`src/rtl/smrc_pkg.sv`:
```
package smrc_pkg;
  // supply threshold code: 0000 is 2.3 V, 0.1 V a step, 1111 is 3.8 V
  localparam int THR_BASE_MV = 2300;
  localparam int THR_STEP_MV = 100;
  localparam logic [3:0] THR_CODE_RESET = 4'h7; // 3.0 V falling threshold
  localparam int HYST_MV = 200; // rising hysteresis above falling threshold
  // clock
  localparam int CLK_MHZ = 100;
  // soft-start ramp length
  localparam int SOFT_START_US = 400;
  localparam int SOFT_START_CYC = SOFT_START_US * CLK_MHZ;
  // turn-on delay: one ms unit, code n gives 2**n ms, code 0 none
  localparam int DELAY_UNIT_MS = 1;
  localparam int MS_CYC = DELAY_UNIT_MS * 1000 * CLK_MHZ;
  localparam int NUM_RAILS = 3;
  localparam int RAIL_THREE = 2; // index of the push-button rail
  localparam int VCODE_W = 6; // output voltage code width
  localparam logic [5:0] VCODE_RESET = 6'h00; // default voltage code
  localparam logic RESP_RESET = 1'b1; // interrupt response after reset
  localparam logic UNMASK_RESET = 1'b0; // alarm masked after reset
  localparam logic INDEP_RESET = 1'b0; // rail three follows push-button
  localparam logic MODE_RESET = 1'b0; // auto power-save after reset
  typedef enum logic [1:0] {
    SMRC_OFF,
    SMRC_WAIT,
    SMRC_RAMP,
    SMRC_ON
  } smrc_rail_state_e;
endpackage

```
`src/rtl/smrc_timer_if.sv`:
```
`timescale 1ns/10ps
// one rail's timer request and answer
interface smrc_timer_if;
  logic start; // load and run the timer
  logic clear; // stop the timer
  logic [31:0] load; // cycles to count
  logic done; // one-cycle pulse at expiry
  modport owner (output start, output clear, output load, input done);
  modport timer (input start, input clear, input load, output done);
endinterface

```
`src/rtl/smrc_top.sv`:
```
`timescale 1ns/10ps
// Functional notes
// [RL1] four-bit code picks 2.3 to 3.8 V threshold
// [RL2] threshold code resets to 3.0 V setting
// [RL3] no power-up until supply above rising threshold
// [RL4] supply-low flag mirrors synchronised comparator
// [RL5] low condition holds until 200 mV above
// [RL6] interrupt mode and unmasked: drop asserts interrupt
// [RL7] interrupt clears after recovery and status read
// [RL8] shutdown mode: drop disables all rails, no interrupt
// [RL9] over-temperature disables rails, blocks re-enable
// [RL10] enabled rail ramps 400 us soft-start
// [RL11] rails start default code, accept new code
// [RL12] on/off bit edges enable or disable rail
// [RL13] host toggles on/off bit through opposite level
// [RL14] push-button enables rail three unless independent
// [RL15] host sets independence before entering sleep
// [RL16] turn-on delay code n gives 2**n ms, code 0 none
// [RL17] mode bit forces PWM, else auto power-save
// [RL18] shutdown causes override bits and timers
// [RL19] comparator inputs synchronised before use
module smrc_top (
  input wire logic mclk, // system clock, 100 MHz
  input wire logic rst_b, // synchronous reset, active low
  input wire logic supply_below_cmp, // analog comparator: supply below threshold
  input wire logic over_temp_cmp, // analog comparator: die over-temperature
  input wire logic pushbutton_input, // push-button asserted, active high
  input wire logic [3:0] supply_threshold_code_wr, // threshold code to load
  input wire logic supply_threshold_code_we, // load threshold code
  input wire logic supply_low_response_select, // 1 interrupt, 0 shutdown
  input wire logic supply_alarm_unmask, // 1 lets supply alarm interrupt
  input wire logic supply_low_flag_rd, // host read of the status bit, pulse
  input wire logic rail3_button_independence, // 1 rail three ignores button
  input wire logic [2:0] rail_on, // per-rail on/off control bits
  input wire logic [8:0] rail_delay, // three-bit delay code per rail
  input wire logic [2:0] rail_mode, // per-rail forced-PWM bit
  input wire logic [17:0] vcode_wr, // six-bit voltage code per rail
  input wire logic [2:0] vcode_we, // per-rail voltage code load
  output logic [3:0] supply_threshold_code, // threshold code to comparator
  output logic supply_low_flag, // status: supply below threshold
  output logic interrupt_request_n, // interrupt, active low
  output logic powered_up, // supply qualified since last supply-low shutdown
  output logic [2:0] rail_enable, // per-rail converter enable
  output logic [2:0] rail_soft_start, // per-rail soft-start ramp running
  output logic [2:0] rail_good, // per-rail ramp finished
  output logic [2:0] rail_force_pwm, // per-rail forced PWM
  output logic [17:0] output_voltage_code // six-bit code per rail
);
  // synchroniser stages
  logic sup_s1, sup_s2, ot_s1, ot_s2;
  // control state
  logic [3:0] next_thr;
  logic next_flag, irq_pend, next_irq_pend, read_seen, next_read_seen;
  logic next_powered, uv_shut, next_uv_shut;
  logic [2:0] on_q; // previous on/off levels
  logic pb_q; // previous push-button level
  logic shutdown; // any shutdown cause active
  logic [17:0] next_vcode;
  logic [2:0] next_pwm;

  // two-flop synchronisers for the comparators
  always_ff @(posedge mclk) begin
    if (!rst_b) begin
      sup_s1 <= 1'b1;
      sup_s2 <= 1'b1;
      ot_s1 <= 1'b0;
      ot_s2 <= 1'b0;
    end else begin
      sup_s1 <= supply_below_cmp; // RL19
      sup_s2 <= sup_s1;
      ot_s1 <= over_temp_cmp;
      ot_s2 <= ot_s1;
    end
  end

  // shutdown gate from thermal or supply-low response
  assign shutdown = ot_s2 | uv_shut; // RL9 RL18

  // supply monitor next values
  always_comb begin
    next_thr = supply_threshold_code;
    if (supply_threshold_code_we) begin
      next_thr = supply_threshold_code_wr; // RL1
    end
    // comparator carries the hysteresis; flag follows it
    next_flag = sup_s2; // RL4 RL5
    // power-up only once supply is above rising threshold
    next_powered = powered_up;
    next_uv_shut = uv_shut;
    if (!powered_up) begin
      if (!sup_s2 && !ot_s2) begin
        next_powered = 1'b1; // RL3
        next_uv_shut = 1'b0;
      end
    end else if (sup_s2 && !supply_low_response_select) begin
      next_powered = 1'b0; // RL8
      next_uv_shut = 1'b1;
    end
    // interrupt: set wins over clear
    next_irq_pend = irq_pend;
    next_read_seen = read_seen;
    if (irq_pend && supply_low_flag_rd) begin
      next_read_seen = 1'b1;
    end
    if (irq_pend && read_seen && !sup_s2) begin
      next_irq_pend = 1'b0; // RL7
      next_read_seen = 1'b0;
    end
    if (powered_up && sup_s2 && supply_low_response_select && supply_alarm_unmask) begin
      next_irq_pend = 1'b1; // RL6
      next_read_seen = read_seen & ~supply_low_flag_rd ? read_seen : next_read_seen;
    end
  end

  // supply monitor registers
  always_ff @(posedge mclk) begin
    if (!rst_b) begin
      supply_threshold_code <= smrc_pkg::THR_CODE_RESET; // RL2
      supply_low_flag <= 1'b1;
      powered_up <= 1'b0;
      uv_shut <= 1'b0;
      irq_pend <= 1'b0;
      read_seen <= 1'b0;
      interrupt_request_n <= 1'b1;
    end else begin
      supply_threshold_code <= next_thr;
      supply_low_flag <= next_flag;
      powered_up <= next_powered;
      uv_shut <= next_uv_shut;
      irq_pend <= next_irq_pend;
      read_seen <= next_read_seen;
      interrupt_request_n <= ~next_irq_pend;
    end
  end

  // voltage codes and mode bits
  always_comb begin
    next_vcode = output_voltage_code;
    next_pwm = rail_mode; // RL17
    for (int i = 0; i < smrc_pkg::NUM_RAILS; i++) begin
      if (vcode_we[i] && powered_up) begin
        next_vcode[i*smrc_pkg::VCODE_W +: smrc_pkg::VCODE_W] =
          vcode_wr[i*smrc_pkg::VCODE_W +: smrc_pkg::VCODE_W]; // RL11
      end
    end
  end

  // register codes, modes and edge history
  always_ff @(posedge mclk) begin
    if (!rst_b) begin
      output_voltage_code <= {smrc_pkg::NUM_RAILS{smrc_pkg::VCODE_RESET}};
      rail_force_pwm <= {smrc_pkg::NUM_RAILS{smrc_pkg::MODE_RESET}};
      on_q <= 3'h0;
      pb_q <= 1'b0;
    end else begin
      output_voltage_code <= next_vcode;
      rail_force_pwm <= next_pwm;
      on_q <= rail_on;
      pb_q <= pushbutton_input;
    end
  end

  // per-rail sequencer
  genvar g;
  generate
    for (g = 0; g < smrc_pkg::NUM_RAILS; g++) begin : rail
      smrc_timer_if tif ();
      smrc_pkg::smrc_rail_state_e st, next_st;
      logic rise, fall, pb_rise;
      logic [2:0] dcode;
      assign dcode = rail_delay[g*3 +: 3];
      assign pb_rise = (g == smrc_pkg::RAIL_THREE) && !rail3_button_independence
        && pushbutton_input && !pb_q; // RL14
      assign rise = (rail_on[g] & ~on_q[g]) | pb_rise; // RL12 RL13
      assign fall = ~rail_on[g] & on_q[g]; // RL12

      smrc_timer u_timer (
        .mclk(mclk),
        .rst_b(rst_b),
        .tif(tif.timer)
      );

      // rail next-state and timer requests
      always_comb begin
        next_st = st;
        tif.start = 1'b0;
        tif.clear = 1'b0;
        tif.load = 32'(smrc_pkg::SOFT_START_CYC); // RL10
        if (shutdown || !powered_up) begin
          next_st = smrc_pkg::SMRC_OFF; // RL18
          tif.clear = 1'b1;
        end else if (fall) begin
          next_st = smrc_pkg::SMRC_OFF;
          tif.clear = 1'b1;
        end else begin
          unique case (st)
            smrc_pkg::SMRC_OFF: begin
              if (rise) begin
                tif.start = 1'b1;
                if (dcode == 3'h0) begin
                  next_st = smrc_pkg::SMRC_RAMP;
                end else begin
                  next_st = smrc_pkg::SMRC_WAIT;
                  tif.load = 32'(smrc_pkg::MS_CYC) << dcode; // RL16
                end
              end
            end
            smrc_pkg::SMRC_WAIT: begin
              if (tif.done) begin
                next_st = smrc_pkg::SMRC_RAMP;
                tif.start = 1'b1;
              end
            end
            smrc_pkg::SMRC_RAMP: begin
              if (tif.done) begin
                next_st = smrc_pkg::SMRC_ON;
              end
            end
            smrc_pkg::SMRC_ON: begin
              next_st = smrc_pkg::SMRC_ON;
            end
          endcase
        end
      end

      // rail state and outputs
      always_ff @(posedge mclk) begin
        if (!rst_b) begin
          st <= smrc_pkg::SMRC_OFF;
          rail_enable[g] <= 1'b0;
          rail_soft_start[g] <= 1'b0;
          rail_good[g] <= 1'b0;
        end else begin
          st <= next_st;
          rail_enable[g] <= (next_st == smrc_pkg::SMRC_RAMP) || (next_st == smrc_pkg::SMRC_ON);
          rail_soft_start[g] <= next_st == smrc_pkg::SMRC_RAMP;
          rail_good[g] <= next_st == smrc_pkg::SMRC_ON;
        end
      end
    end
  endgenerate
endmodule

```
`src/rtl/smrc_timer.sv`:
```
`timescale 1ns/10ps
// down counter shared by delay and soft-start phases of one rail
module smrc_timer (
  input wire logic mclk, // system clock
  input wire logic rst_b, // synchronous reset, active low
  smrc_timer_if.timer tif // request and answer
);
  logic [31:0] count; // remaining cycles
  logic running; // counting
  logic done; // expiry pulse
  logic [31:0] next_count;
  logic next_running;
  logic next_done;

  // next-state of the counter
  always_comb begin
    next_count = count;
    next_running = running;
    next_done = 1'b0;
    if (tif.clear) begin
      next_running = 1'b0;
    end else if (tif.start) begin
      next_count = tif.load;
      next_running = 1'b1;
    end else if (running) begin
      // pulse one cycle early: the owner's registered reaction lands on the last cycle
      if (count <= 32'h2) begin
        next_running = 1'b0;
        next_done = 1'b1;
      end else begin
        next_count = count - 32'h1;
      end
    end
  end

  // register the counter
  always_ff @(posedge mclk) begin
    if (!rst_b) begin
      count <= 32'h0;
      running <= 1'b0;
      done <= 1'b0;
    end else begin
      count <= next_count;
      running <= next_running;
      done <= next_done;
    end
  end

  assign tif.done = done;
endmodule

```
`config.mk`:
```
export PLATFORM = sky130hd
export DESIGN_NAME = smrc_top
export DESIGN_NICKNAME = d
export VERILOG_FILES = /design/src/rtl/smrc_pkg.sv /design/src/rtl/smrc_timer_if.sv /design/src/rtl/smrc_top.sv /design/src/rtl/smrc_timer.sv
export SDC_FILE = /design/constraint.sdc
export NUM_CORES = 1
export LEC_CHECK = 0
export BUFFER_PORTS_ARGS = -buffer_cell sky130_fd_sc_hd__buf_2
export CAP_MARGIN = 20
export CORE_ASPECT_RATIO = 1.4
export CORE_UTILIZATION = 40
export CTS_BUF_LIST = sky130_fd_sc_hd__clkbuf_2
export DETAILED_ROUTE_END_ITERATION = 10
export PLACE_DENSITY_LB_ADDON = 0.2
export SETUP_SLACK_MARGIN = 0.02
export SLEW_MARGIN = 10
export SYNTH_ARGS = -nofsm -noshare
export SYNTH_HDL_FRONTEND = slang
export SYNTH_SLANG_ARGS = --single-unit
```
`constraint.sdc`:
```
create_clock -name mclk -period 3.79 [get_ports mclk]
set_input_delay 0.758 -clock mclk [delete_from_list [all_inputs] [get_ports mclk]]
set_output_delay 0.758 -clock mclk [all_outputs]
set_load 0.02 [all_outputs]
```
==> results.md <==
- Outcome: finished, final reports clean
- Maximum vdd ir drop: 0.1671 mV
- Port buffer count: 86
- H-tree lvl count: 4
- Layout cells sized above 1: 14.47%
- DIE HEIGHT: approximately 170 um
- Worst Hold Depth: 2
- Global-route wire length before repair: about 36 mm
- Initial antenna violation count: 1
- CTS root buf: clkbuf_2
- CP bufs+invs: 0
- Post-synthesis compound-gate area fraction: 21.11%
- Hold endpoint: pb_q$_SDFF_PN0_
- Crit-path leading delay family: simple AND/OR/NAND/NOR gates
- ANT nets after route: 0
- Postcts setup bufs: 0
- Number of max-cap violations: 0
- Post-Synth Simple-Gate Area: between 20 and 30%
- Cells after Synth: between 900 and 1,000
- #FFs+latches synth: 156
- Hold Vio Cnt, Final: 0
- PostCTS Resize Cnt: 0
- Mapped Nets: approximately 1,100
- Clock sink count: 156
- Adder-cell share of the synthesized area: between 4 and 5%
- Unique masters post-synth: between 80 and 90
- I/O Pins: 87
- Clk pwr share: between 20% and 30%
- DRC viols: 0
- Clock period minus worst slack: ~3.0 ns
- Clk Latency, worst-skew pair: approximately 0.75 ns
- CP dominant cell by count: nor2_1
- Setup WS pre-CTS: roughly 0.76 ns
- Mapped cell area: slightly above 8000 um2
- Main synth FF type: dfxtp_1
- RR Startpoint: rail[1].u_timer.count[4]$_SDFFE_PN0P_
- Mux cell area share after synthesis: approximately 1%
- CP Cell Sequence: nor3_1 > nand2_1 > o41a_1 > nor2_1 > nor2_1 > a32o_1
- R2r setup slk: about 0.76 ns
- XOR/XNOR Fraction of Synth Area: under 10%
- Total gr overflow: 0
- Worst Min Path Start: pushbutton_input
- DR vias/cell: roughly 5.8
- Nets: about 1,100
- Critical setup path kind: flop to flop
- CTS tree: done
- CP Launch Type: flop
- Syn-to-layout area delta: 11.59%
- Crit-path max FO: 13
- Sequential fraction of the synthesis area: approximately 39%
- Least-Margin Pin Slew: ~0.83 ns
- Sw Ratio: 33.46%
- Die ar.: around 21,000 um2
- RSZ-0062 raised after global routing: false
- Detailed Route WL: between 20 and 25 mm
- Largest family of logic cells by synthesized area: simple AND/OR/NAND/NOR gates
- Power Density: ~360 nW/um2
- Required @ worst endpoint: roughly 4.4 ns
- Clock buffer depth: 2
- Critical path endpoint category: flop
- Yosys warns: 0
- Clk_skew: between 0.04 and 0.05 ns
- Reg2reg end: rail[1].u_timer.count[21]$_SDFFE_PN0P_
- Post-DP HPWL: 16.14 mm
- Arr. time, crit path: 3.68 ns
- Die W: between 100 and 150 um
- Clock-pin slew on the worst setup and hold paths: 0.26 ns
- Number of global-route vias before repair: ~7,300
- Setup_tns: 0 ns
- Largest net degree at the start of global routing: 48
- Avg Cell Area, Syn: approximately 8.2 um2
- Non-Filler Instances: 1,339
- # hold bufs at CTS: 0
- CP peak stage delay: ~0.65 ns
- Post-synth EDFFs: 0
- P_sw: 1.089 mW
- Placer Congestion: slightly above 0.9
- Slew Limit Fails: 0
- DR WL/cell: between 15 and 20 um
- Slew headroom: between 40% and 50%
- Slowest cell on the critical path: nor2_1
- Ys async rst share: 0%
- Fmax: between 0.3 and 0.4 GHz
- Fin crit share: 79.96%
- Total Routing Usage GR: between 20% and 30%
- Placed Cells: 1,304
- Final Setup Violations: 0
- LEAKAGE: roughly 3.7 nW
- Final worst setup slack: approximately 0.76 ns
- Vias: roughly 7,800
- R2R depth: 6
- Row cnt: roughly 60
- Iter 0 DRT Violations: 593
- Initial Util: 40.73%
- Pint: 2.165 mW
- HP Class: primary input to flop
- Sequential Power Share: between 50 and 60%
- Core area: 19,840 um2
- Drt pass-1 iters: 7
- Num CTS Buffers: 17
- Logic gate share of total power: 19.3%
[placed cells by master (no fill, tap or decap), types with 9 or more instances in the layout]
cell type / instances
nand4_1: 14
dfxtp_1: 156
nand3_1: 47
nor4_1: 23
nor3_1: 40
buf_4: 19
a211oi_1: 13
or4_1: 12
inv_1: 28
o22ai_1: 9
a31oi_1: 16
ha_1: 27
nand2b_1: 10
buf_2: 86
o21ai_1: 10
o211ai_1: 12
or3_1: 24
and3_1: 9
nor2_1: 106
a32o_1: 10
clkbuf_2: 18
nand2_1: 95
and2_1: 19
o21ai_0: 51
xor2_1: 25
a21oi_1: 63
[through the flow]
stage                     instance area [um2]  hold WS, ns  utilization (%)  total power, mW
final                                    9020       0.1921            45.45            3.254
after global routing                     9020      0.09147            45.45            3.436
after CTS                                9007       0.1133            45.39            3.285
after detailed placement                 8786       0.3994            44.27            2.362
after global placement                   8786       0.3895            44.27            2.364
after floorplan                          8083       0.3863                -            2.172
[sequential cells by signal, indices dropped and copies added (netlist names), 3 cells and up]
name                   cells
rail_soft_start            3
rail.u_timer.tif.done      3
output_voltage_code       18
rail_enable                3
rail_force_pwm             3
on_q                       3
rail.u_timer.count        96
rail_good                  3
rail.st                    6
supply_threshold_code      4
rail.u_timer.running       3
[how the worst max path moves through the flow]
stage | from | end | slack [ns] | cells past startpoint
3_5_place_dp | rail_on[2] | rail[2].u_timer.count[8]$_SDFFE_PN0P_ | 0.76 | 8
3_3_place_gp | rail_on[2] | rail[2].u_timer.count[23]$_SDFFE_PN0P_ | 0.76 | 8
5_1_grt | rail[1].u_timer.count[4]$_SDFFE_PN0P_ | rail[1].u_timer.count[23]$_SDFFE_PN0P_ | 0.58 | 6
2_1_floorplan | rail_on[1] | rail[1].u_timer.count[30]$_SDFFE_PN0P_ | 1.24 | 7
6_report | rail[1].u_timer.count[4]$_SDFFE_PN0P_ | rail[1].u_timer.count[21]$_SDFFE_PN0P_ | 0.76 | 6
4_1_cts | rail[1].u_timer.count[4]$_SDFFE_PN0P_ | rail[1].u_timer.count[23]$_SDFFE_PN0P_ | 0.78 | 6
[synthesized netlist by cell type (16+ instances only)]
library cell  count  area share (%)
dfxtp_1         156              39
nor2_1          106             4.9
nand2_1          95             4.4
a21oi_1          63             3.9
o21ai_0          51             3.2
nand3_1          47             2.9
nor3_1           40             2.5
clkbuf_1         28             1.3
inv_1            28             1.3
ha_1             27             4.2
xor2_1           25             2.7
or3_1            24             1.9
nor4_1           23             1.8
and2_1           19             1.5
a31oi_1          16             1.2
[power groups by stage]
stage          Combinational (mW)  Sequential, mW  Clock, mW
3_5_place_dp                0.620            1.74          0
5_1_grt                     0.696            1.72       1.02
3_3_place_gp                0.623            1.74          0
6_report                    0.629            1.71      0.914
2_1_floorplan               0.426            1.75          0
4_1_cts                     0.624            1.71      0.950
[layout make-up]
class | instances | area, um2
diodes | 2 | 5.005
clock buffers | 18 | 90.09
clock inverters | 14 | 131.4
fillers | 2039 | 10820
inverters | 31 | 116.4
multi-input cells | 761 | 4666
flip-flops and latches | 156 | 3123
well taps | 252 | 315.3
repair buffers | 105 | 573.1
[cells by family after synthesis]
family,after synthesis
flip-flops,156
buffers and inverters,72
AO/OA/AOI/OAI,257
adder cells (fa/ha/maj),27
AND/OR/NAND/NOR,437
multiplexers,8
XOR/XNOR,32
[per-layer routing]
metal	share of wire [%]	GRT usage, %
met4	4.9	12.94
met2	48	37.53
met5	0	0
met3	4.2	3.954
met1	43	25.63
Power figures use the tool's default switching activity.
